===== src/hw/flash_prot_pkg.sv =====
// Package: register map, field layout, reset values and carrier types of the protection block
package flash_prot_pkg;
  // Byte offsets of the APB register words
  localparam logic [7:0] OFS_BANK      = 8'h00;
  localparam logic [7:0] OFS_MODE_SEL  = 8'h04;
  localparam logic [7:0] OFS_PWD_LO    = 8'h08;
  localparam logic [7:0] OFS_PWD_HI    = 8'h0c;
  localparam logic [7:0] OFS_FREEZE    = 8'h10;
  localparam logic [7:0] OFS_SECT_SEL  = 8'h14;
  localparam logic [7:0] OFS_SECT_PERS = 8'h18;
  localparam logic [7:0] OFS_SECT_DYN  = 8'h1c;
  localparam logic [7:0] OFS_STORED_TP = 8'h20;
  localparam logic [7:0] OFS_WORK_TP   = 8'h24;
  localparam logic [7:0] OFS_STATUS    = 8'h28;

  // Field positions
  localparam int BANK_FOUR_BYTE_BIT = 7;
  localparam int BANK_UPPER_BIT     = 1;
  localparam int MODE_PWD_LOCK_BIT  = 2;
  localparam int MODE_PERS_LOCK_BIT = 1;
  localparam int FREEZE_BIT         = 0;
  localparam int SECTOR_LSB         = 18;
  localparam int SECTOR_W           = 8;
  localparam int SECTOR_CNT         = 256;
  localparam int ADDR3_W            = 24;
  localparam int ADDR_UPPER_POS     = 25;

  // Status word bit positions
  localparam int STAT_RUN_BIT  = 0;
  localparam int STAT_PWD_BIT  = 1;
  localparam int STAT_PERS_BIT = 2;

  // Widths and reset values
  localparam int MODE_W = 16;
  localparam int PWD_W  = 64;
  localparam int TP_W   = 8;
  localparam logic [7:0]        BANK_WR_MASK   = 8'h82;
  localparam logic [MODE_W-1:0] MODE_SEL_RST   = 16'hffff;
  localparam logic [PWD_W-1:0]  PWD_RST        = 64'hffff_ffff_ffff_ffff;
  localparam logic [TP_W-1:0]   STORED_TP_RST  = 8'h00;
  localparam logic [7:0]        SECT_PROTECTED = 8'h00;
  localparam logic [7:0]        SECT_OPEN      = 8'hff;

  // Flash command address request and formed answer
  typedef struct packed {
    logic        valid;
    logic [31:0] addr;
  } cmd_addr_t;

  // Program or erase permission query for one sector
  typedef struct packed {
    logic        valid;
    logic [31:0] addr;
  } pe_req_t;

  typedef struct packed {
    logic valid;
    logic granted;
  } pe_ans_t;

  typedef enum logic [1:0] {
    ST_INIT = 2'b00,
    ST_RUN  = 2'b01
  } init_state_t;
endpackage


===== src/hw/addr_former.sv =====
// Flash command address formation from 3-byte or 4-byte command address
`timescale 1ns/100ps
module addr_former
  import flash_prot_pkg::*;
(
  input  wire logic                  pclk,         // Clock
  input  wire logic                  presetn,      // Async reset, active low
  input  wire logic                  four_byte,    // Four-byte address enable
  input  wire logic                  upper_bank,   // Upper bank bit
  input  wire flash_prot_pkg::cmd_addr_t cmd_in,   // Raw command address
  output flash_prot_pkg::cmd_addr_t  addr_out      // Formed address, registered
);
  typedef struct packed {
    cmd_addr_t out;
  } form_state_t;

  form_state_t st_reg;
  form_state_t st_next;

  always_comb begin
    st_next           = st_reg;
    st_next.out.valid = cmd_in.valid;
    if (cmd_in.valid) begin
      if (four_byte) begin
        st_next.out.addr = cmd_in.addr;
      end else begin
        st_next.out.addr                   = {8'h00, cmd_in.addr[ADDR3_W-1:0]};
        st_next.out.addr[ADDR_UPPER_POS]   = upper_bank;
      end
    end
  end

  always_ff @(posedge pclk or negedge presetn) begin
    if (!presetn) begin
      st_reg <= '0;
    end else begin
      st_reg <= st_next;
    end
  end

  assign addr_out = st_reg.out;
endmodule


===== src/hw/flash_protect_addr_regs.sv =====
// Address extension, sector protection and training pattern registers behind APB
//
// Chosen here: the register offsets and the APB interface to the registers.
`timescale 1ns/100ps
module flash_protect_addr_regs
  import flash_prot_pkg::*;
(
  input  wire logic                      pclk,             // APB clock, 100 MHz
  input  wire logic                      presetn,          // Async reset, active low
  input  wire logic                      psel,             // APB select
  input  wire logic                      penable,          // APB access phase
  input  wire logic                      pwrite,           // APB direction, 1 = write
  input  wire logic [7:0]                paddr,            // APB byte address
  input  wire logic [31:0]               pwdata,           // APB write data
  output logic      [31:0]               prdata,           // APB read data, registered
  output logic                           pready,           // APB ready
  output logic                           pslverr,          // APB error
  input  wire flash_prot_pkg::cmd_addr_t cmd_addr,         // Command address from decoder
  output flash_prot_pkg::cmd_addr_t      formed_addr,      // Address into the array
  input  wire flash_prot_pkg::pe_req_t   pe_req,           // Program or erase query
  output flash_prot_pkg::pe_ans_t        pe_ans,           // Query answer, registered
  output logic      [TP_W-1:0]           training_pattern, // Pattern for DDR dummy cycles
  output logic                           init_done         // Reset copy-in finished
);
  import flash_prot_pkg::*;

  typedef struct packed {
    init_state_t             phase;
    logic                    four_byte_address_enable;
    logic                    upper_bank_bit;
    logic                    persistent_bits_freeze;
    logic [SECTOR_W-1:0]     sector_sel;
    logic [SECTOR_CNT-1:0]   persistent_sector_bit;
    logic [SECTOR_CNT-1:0]   dynamic_sector_bit;
    logic [TP_W-1:0]         working_training_pattern;
    logic [31:0]             rdata;
    pe_ans_t                 ans;
  } regs_state_t;

  regs_state_t st_reg;
  regs_state_t st_next;

  logic [MODE_W-1:0] protection_mode_select;
  logic [PWD_W-1:0]  hidden_password;
  logic [TP_W-1:0]   stored_training_pattern;
  logic [31:0]       rd_word;

  logic setup_ph;
  logic access_ph;
  logic wr_ok;
  logic refused;
  logic mapped;
  logic pwd_mode;
  logic wr_mode;
  logic wr_pwd_lo;
  logic wr_pwd_hi;
  logic wr_tp;

  // Byte value that stands for one sector's protection bit
  function automatic logic [7:0] sect_byte(input logic bit_val);
    return bit_val ? SECT_OPEN : SECT_PROTECTED;
  endfunction

  // Sector number of a formed flash address
  function automatic logic [SECTOR_W-1:0] sect_of(input logic [31:0] a);
    return a[SECTOR_LSB +: SECTOR_W];
  endfunction

  // Password mode is on once its lock bit has been programmed to zero
  function automatic logic pwd_mode_of(input logic [MODE_W-1:0] mode);
    return !mode[MODE_PWD_LOCK_BIT];
  endfunction

  // Persistent mode is locked once its lock bit has been programmed to zero
  function automatic logic pers_mode_of(input logic [MODE_W-1:0] mode);
    return !mode[MODE_PERS_LOCK_BIT];
  endfunction

  // Read-only status word: run flag and the two permanent mode locks
  function automatic logic [31:0] status_word(input logic run, input logic [MODE_W-1:0] mode);
    logic [31:0] w;
    w                = '0;
    w[STAT_RUN_BIT]  = run;
    w[STAT_PWD_BIT]  = pwd_mode_of(mode);
    w[STAT_PERS_BIT] = pers_mode_of(mode);
    return w;
  endfunction

  assign setup_ph  = psel && !penable;
  assign access_ph = psel && penable;
  assign pwd_mode  = pwd_mode_of(protection_mode_select);

  always_comb begin
    unique case (paddr)
      OFS_BANK, OFS_MODE_SEL, OFS_PWD_LO, OFS_PWD_HI, OFS_FREEZE, OFS_SECT_SEL,
      OFS_SECT_PERS, OFS_SECT_DYN, OFS_STORED_TP, OFS_WORK_TP, OFS_STATUS: mapped = 1'b1;
      default: mapped = 1'b0;
    endcase
  end

  // Refused writes: frozen persistent bits, password once hidden, status word
  always_comb begin
    refused = 1'b0;
    if (pwrite) begin
      unique case (paddr)
        OFS_SECT_PERS: refused = !st_reg.persistent_bits_freeze;
        OFS_PWD_LO, OFS_PWD_HI: refused = pwd_mode;
        OFS_STATUS: refused = 1'b1;
        default: refused = 1'b0;
      endcase
    end
  end

  // Zero wait states; the read word was latched in the setup cycle
  assign pready  = 1'b1;
  assign pslverr = access_ph && (!mapped || refused);
  assign wr_ok   = access_ph && pwrite && mapped && !refused && (st_reg.phase == ST_RUN);

  assign wr_mode   = wr_ok && (paddr == OFS_MODE_SEL);
  assign wr_pwd_lo = wr_ok && (paddr == OFS_PWD_LO);
  assign wr_pwd_hi = wr_ok && (paddr == OFS_PWD_HI);
  assign wr_tp     = wr_ok && (paddr == OFS_STORED_TP);

  otp_clear_reg #(
    .WIDTH (MODE_W),
    .RST   (MODE_SEL_RST)
  ) u_mode_sel (
    .pclk    (pclk),
    .presetn (presetn),
    .wr_en   (wr_mode),
    .wr_data (pwdata[MODE_W-1:0]),
    .value   (protection_mode_select)
  );

  otp_clear_reg #(
    .WIDTH (PWD_W / 2),
    .RST   (PWD_RST[PWD_W/2-1:0])
  ) u_pwd_lo (
    .pclk    (pclk),
    .presetn (presetn),
    .wr_en   (wr_pwd_lo),
    .wr_data (pwdata),
    .value   (hidden_password[PWD_W/2-1:0])
  );

  otp_clear_reg #(
    .WIDTH (PWD_W / 2),
    .RST   (PWD_RST[PWD_W-1:PWD_W/2])
  ) u_pwd_hi (
    .pclk    (pclk),
    .presetn (presetn),
    .wr_en   (wr_pwd_hi),
    .wr_data (pwdata),
    .value   (hidden_password[PWD_W-1:PWD_W/2])
  );

  otp_clear_reg #(
    .WIDTH (TP_W),
    .RST   (STORED_TP_RST)
  ) u_stored_tp (
    .pclk    (pclk),
    .presetn (presetn),
    .wr_en   (wr_tp),
    .wr_data (pwdata[TP_W-1:0]),
    .value   (stored_training_pattern)
  );

  addr_former u_addr (
    .pclk       (pclk),
    .presetn    (presetn),
    .four_byte  (st_reg.four_byte_address_enable),
    .upper_bank (st_reg.upper_bank_bit),
    .cmd_in     (cmd_addr),
    .addr_out   (formed_addr)
  );

  // Read word of the addressed register; latched at the setup edge so that
  // prdata is already steady when the access phase samples it
  always_comb begin
    rd_word = '0;
    unique case (paddr)
      OFS_BANK: begin
        rd_word[BANK_FOUR_BYTE_BIT] = st_reg.four_byte_address_enable;
        rd_word[BANK_UPPER_BIT]     = st_reg.upper_bank_bit;
      end
      OFS_MODE_SEL: begin
        rd_word[MODE_W-1:0] = protection_mode_select;
      end
      OFS_PWD_LO: begin
        if (!pwd_mode) begin
          rd_word = hidden_password[PWD_W/2-1:0];
        end
      end
      OFS_PWD_HI: begin
        if (!pwd_mode) begin
          rd_word = hidden_password[PWD_W-1:PWD_W/2];
        end
      end
      OFS_FREEZE: begin
        rd_word[FREEZE_BIT] = st_reg.persistent_bits_freeze;
      end
      OFS_SECT_SEL: begin
        rd_word[SECTOR_W-1:0] = st_reg.sector_sel;
      end
      OFS_SECT_PERS: begin
        rd_word[7:0] = sect_byte(st_reg.persistent_sector_bit[st_reg.sector_sel]);
      end
      OFS_SECT_DYN: begin
        rd_word[7:0] = sect_byte(st_reg.dynamic_sector_bit[st_reg.sector_sel]);
      end
      OFS_STORED_TP: begin
        rd_word[TP_W-1:0] = stored_training_pattern;
      end
      OFS_WORK_TP: begin
        rd_word[TP_W-1:0] = st_reg.working_training_pattern;
      end
      OFS_STATUS: begin
        rd_word = status_word(st_reg.phase == ST_RUN, protection_mode_select);
      end
      default: rd_word = '0;
    endcase
  end

  always_comb begin
    st_next           = st_reg;
    st_next.ans.valid = 1'b0;

    unique case (st_reg.phase)
      // One cycle after release: modes are settled, derive the volatile copies
      ST_INIT: begin
        st_next.persistent_bits_freeze   = !pwd_mode;
        st_next.working_training_pattern = stored_training_pattern;
        st_next.phase                    = ST_RUN;
      end
      ST_RUN: begin
        if (wr_ok) begin
          unique case (paddr)
            OFS_BANK: begin
              st_next.four_byte_address_enable = pwdata[BANK_FOUR_BYTE_BIT];
              st_next.upper_bank_bit           = pwdata[BANK_UPPER_BIT];
            end
            OFS_FREEZE: begin
              // Can only be cleared; a reset is the way back unless password mode is on
              if (!pwdata[FREEZE_BIT]) begin
                st_next.persistent_bits_freeze = 1'b0;
              end
            end
            OFS_SECT_SEL: st_next.sector_sel = pwdata[SECTOR_W-1:0];
            OFS_SECT_PERS: begin
              st_next.persistent_sector_bit[st_reg.sector_sel] = (pwdata[7:0] != SECT_PROTECTED);
            end
            OFS_SECT_DYN: begin
              st_next.dynamic_sector_bit[st_reg.sector_sel] = (pwdata[7:0] != SECT_PROTECTED);
            end
            OFS_WORK_TP: st_next.working_training_pattern = pwdata[TP_W-1:0];
            default: ;
          endcase
        end

        if (pe_req.valid) begin
          st_next.ans.valid   = 1'b1;
          st_next.ans.granted = st_reg.persistent_sector_bit[sect_of(pe_req.addr)] &&
                                st_reg.dynamic_sector_bit[sect_of(pe_req.addr)];
        end
      end
      default: st_next.phase = ST_INIT;
    endcase

    if (setup_ph && !pwrite) begin
      st_next.rdata = rd_word;
    end
  end

  always_ff @(posedge pclk or negedge presetn) begin
    if (!presetn) begin
      st_reg.phase                    <= ST_INIT;
      st_reg.four_byte_address_enable <= 1'b0;
      st_reg.upper_bank_bit           <= 1'b0;
      st_reg.persistent_bits_freeze   <= 1'b1;
      st_reg.sector_sel               <= '0;
      // Non-volatile in a real part; here the persistent bits also return to erased
      st_reg.persistent_sector_bit    <= '1;
      st_reg.dynamic_sector_bit       <= '1;
      st_reg.working_training_pattern <= STORED_TP_RST;
      st_reg.rdata                    <= '0;
      st_reg.ans                      <= '0;
    end else begin
      st_reg <= st_next;
    end
  end

  assign prdata           = st_reg.rdata;
  assign pe_ans           = st_reg.ans;
  assign training_pattern = st_reg.working_training_pattern;
  assign init_done        = (st_reg.phase == ST_RUN);
endmodule


===== src/hw/otp_clear_reg.sv =====
// One-time-programmable word: bits can only be programmed from 1 to 0
`timescale 1ns/100ps
module otp_clear_reg #(
  parameter int                WIDTH = 8,
  parameter logic [WIDTH-1:0]  RST   = '1
) (
  input  wire logic             pclk,     // Clock
  input  wire logic             presetn,  // Async reset, active low
  input  wire logic             wr_en,    // Program strobe
  input  wire logic [WIDTH-1:0] wr_data,  // Zero bits get programmed
  output logic      [WIDTH-1:0] value     // Stored word
);
  typedef struct packed {
    logic [WIDTH-1:0] word;
  } otp_state_t;

  otp_state_t st_reg;
  otp_state_t st_next;

  // Only clearing is possible, so a second write can never undo the first
  always_comb begin
    st_next = st_reg;
    if (wr_en) begin
      st_next.word = st_reg.word & wr_data;
    end
  end

  always_ff @(posedge pclk or negedge presetn) begin
    if (!presetn) begin
      st_reg.word <= RST;
    end else begin
      st_reg <= st_next;
    end
  end

  assign value = st_reg.word;
endmodule


===== config.mk =====
export PLATFORM = sky130hd
export DESIGN_NAME = flash_protect_addr_regs
export DESIGN_NICKNAME = d
export VERILOG_FILES = /design/src/hw/flash_prot_pkg.sv /design/src/hw/addr_former.sv /design/src/hw/flash_protect_addr_regs.sv /design/src/hw/otp_clear_reg.sv
export SDC_FILE = /design/constraint.sdc
export NUM_CORES = 2
export LEC_CHECK = 0
export ABC_AREA = 0
export BUFFER_PORTS_ARGS = -buffer_cell sky130_fd_sc_hd__buf_2
export CAP_MARGIN = 25
export CELL_PAD_IN_SITES_DETAIL_PLACEMENT = 0
export CELL_PAD_IN_SITES_GLOBAL_PLACEMENT = 1
export CORE_ASPECT_RATIO = 0.7
export CORE_UTILIZATION = 46
export CTS_BUF_LIST = sky130_fd_sc_hd__clkbuf_8
export DETAILED_ROUTE_END_ITERATION = 16
export PLACE_DENSITY = 0.87
export SYNTH_ARGS = -nofsm -noshare
export SYNTH_HDL_FRONTEND = slang
export SYNTH_SLANG_ARGS = --single-unit

===== constraint.sdc =====
create_clock -name pclk -period 2.8 [get_ports pclk]
set_input_delay 0.28 -clock pclk [delete_from_list [all_inputs] [get_ports pclk]]
set_output_delay 0.28 -clock pclk [all_outputs]
set_load 0.02 [all_outputs]

==> impl_results.md <==
- Outcome: finished, violations left
- Failing checks: setup timing
- CP peak stage delay: 550 ps
- Slowest CP cell: mux4_2
- Worst EP required: 3420 ps
- Max Fclk: 0.3299 GHz
- Chip width: about 340 um
- RSZ-0062 raised after global routing: yes
- Reg2Reg Capture Point: prdata[2]
- Crit share post-route: 1.082
- Worst path cell trace: buf_12, buf_16, buf_12, mux4_2, mux4_2, nor2b_4, a311oi_2, buf_4, a31o_4, a41oi_2
- Vias in the first global route: 30471
- Setup CP Type: register to register
- Layout cell share with drive strength beyond 1: 0.3895
- CP Capture Type: register
- Ys async rst share: 1.000
- Max-slew headroom: 0.3316
- Fin Hold WS: approximately 59 ps
- Cell Pwr Density: 465.8 nW/um^2
- TritonCTS clock tree: built
- GRT Resource Usage Total: 0.3363
- Crit path launch type: register
- Hold Path Class: input port to register
- Number of buffers created by CTS: 103
- Register area share after synthesis: 0.4938
- Port Buf Inserts: about 160
- Top Ports: 189
- Starting density of the core: 0.4684
- Htree depth: 3
- Flip-flop and latch count after synthesis: slightly below 700
- GR Overflow Total: 0
- Vias per Instance: 6.648
- Clock Root Buffer: clkbuf_8
- Iter 0 DRT Violations: around 4600
- Global routing usage on met1: 0.5045
- Worst r2r src: st_reg[554]
- Worst Hold Depth: 1
- Nets: approximately 3800
- Remaining routing DRC violations: 0
- Routed WL: about 130 mm
- Maximum fanout along the worst path: 8
- Final Core Density: 0.5575
- Post-synth cell types: between 70 and 80
- Setup slack, reg-to-reg: -230 ps
- Fin Clk Skew: 63.78 ps
- Fin worst setup slack: -230.8 ps
- Worst-path clk slew: ~80 ps
- Final setup vio count: 8
- Max Cap Viol: 0
- HP Start: cmd_addr[32]
- Met2 Usage GRT: 0.4406
- Placement Setup Slack: -402.1 ps
- Worst Path Arrival: approximately 3700 ps
- P_leak: approximately 0.015 uW
- Clk_lat worst skew: ~780 ps
- Final ANT Viol Nets: 0
- Post-Syn Instances: ~3500
- Largest buffer count on any clock path: 3
- Row cnt: between 80 and 90
- Slew @ Worst Pin: around 1000 ps
- GRT met3 Usage: 0.1255
- Power, Total: ~20000 uW
- Final hold violations: 0
- Most Crowded Layer GR: met1
- Sink Count: a little under 700
- Tmin final: 3031 ps
- R2R cell count: 10
- Max-slew violations: 0
- Router iterations before antenna repair: 6
- Post-synth EDFFs: 0
- Area grow syn2layout: 19.01%
- Final GP Congestion: between 1 and 1.5
- First-pass GRT wire length: between 200 and 250 mm
- Die Y: between 200 and 250 um
- Worst vdd ir: about 0.44 mV
- Syn avg cell area: between 10 and 15 um^2
- Worst Hold Endpoint: u_addr.addr_out[32]
- WL/cell: about 28 um
- Core box area: approximately 78000 um^2
- DIE AREA: about 80000 um^2
- Ys flop type: dfstp_2
- Vias: between 30000 and 40000
- Initial antenna violation count: 6
- Mapped cell area: around 36000 um^2
- Largest net degree at the start of global routing: around 130
- Hpwl dp: a little over 90 mm
- Ys Warns: 0
## cell usage after synthesis, drive strengths merged (27+ instances only)
cell type / count / area (um^2)
o31ai: 515 / 3866
nand3: 152 / 760.7
clkbuf: 293 / 1100
mux2: 35 / 394.1
dfstp: 593 / 15580
buf: 137 / 893.4
o21ai: 663 / 3318
mux2i: 114 / 1141
nor2: 72 / 270.3
a21oi: 38 / 190.2
a22oi: 67 / 503.0
o21a: 88 / 660.6
mux4: 108 / 2436
nand2: 244 / 915.9
a22o: 27 / 236.5
dfrtp: 94 / 2352
## logic make-up (layout without fill, tap and decap cells)
group,after synthesis,after routing,synth area share
compound gates,1513,1513,0.2684
flops,687,687,0.4938
simple gates,567,567,0.07176
buf+inv,446,784,0.05654
mux,257,257,0.1094
other cells,1,4,0.0001033
## layout by cell type, fill, tap and decap left out, drive strengths merged, types with 5 or more instances in the layout
cell | synthesis | layout
a311oi | 11 | 11
a22oi | 67 | 67
o22ai | 7 | 7
nand3b | 5 | 5
buf | 137 | 506
inv | 15 | 45
dlygate4sd3 | 0 | 66
and2 | 6 | 6
a31oi | 16 | 16
o31ai | 515 | 515
nand2b | 15 | 15
nor4 | 9 | 9
nand4 | 7 | 7
nand3 | 152 | 152
dfrtp | 94 | 94
nor2 | 72 | 72
mux2i | 114 | 114
a211oi | 14 | 14
o211ai | 26 | 26
a22o | 27 | 27
a21oi | 38 | 38
mux2 | 35 | 35
o21ai | 663 | 663
nor3 | 19 | 19
nor2b | 15 | 15
clkinv | 1 | 17
mux4 | 108 | 108
dfstp | 593 | 593
a41oi | 5 | 5
o21a | 88 | 88
clkbuf | 293 | 142
o2111ai | 5 | 5
nand2 | 244 | 244
clkinvlp | 0 | 5
and3 | 6 | 6
## layer usage
layer,wire (um),share of wire
met5,22,0.00016
met4,4359,0.032
met3,19830,0.15
met2,53960,0.40
met1,56740,0.42
## area by class of cell
cell class | count | area [um^2]
well taps | 1044 | 1306
fillers | 6533 | 34310
repair buffers | 573 | 4992
clock buffers | 141 | 1941
clock inverters | 54 | 336.6
flip-flops and latches | 687 | 17940
diodes | 2 | 5.005
multi-input cells | 2339 | 16640
inverters | 16 | 60.06
## metrics by stage
step	instance area (um^2)	instances	TNS [ps]
finish	43220	4856	-1698
global route	43220	4855	-2123
CTS	43090	4851	-1216
detailed placement	39850	4578	-3065
global placement	39850	4578	-2910
floorplan	36320	3472	0
## critical path, delay by kind of cell, from the launching register on
family | cells | cell delay (ps)
simple gates | 1 | 170
flops | 1 | 530
buf+inv | 4 | 590
mux | 2 | 960
compound gates | 3 | 610
## worst max-delay path by stage
stage / slack [ps] / start / to / cells after the start
after floorplan: 190 / st_reg[554] / prdata[2] / 9
after global placement: -370 / st_reg[554] / prdata[2] / 10
after detailed placement: -400 / st_reg[554] / prdata[4] / 10
after CTS: -170 / st_reg[554] / prdata[2] / 10
after global routing: -280 / st_reg[554] / prdata[2] / 10
final: -230 / st_reg[554] / prdata[2] / 10
## what timing repair did
item                                   CTS  global route
setup endpoints to repair                8             8
setup buffers                           12             5
pin swaps                               18            17
gates cloned                             1             1
hold buffers                            66             0
endpoints found under the hold margin  176             0
gates resized for setup                 26            20
## power breakdown
part	leakage, uW	internal, uW	switching [uW]	total (uW)
Combinational	0.00651	334	640	974
Clock	0.00128	4770	4300	9080
Sequential	0.00734	10000	44.8	10100
No activity file was read; power rests on OpenSTA's default activity.
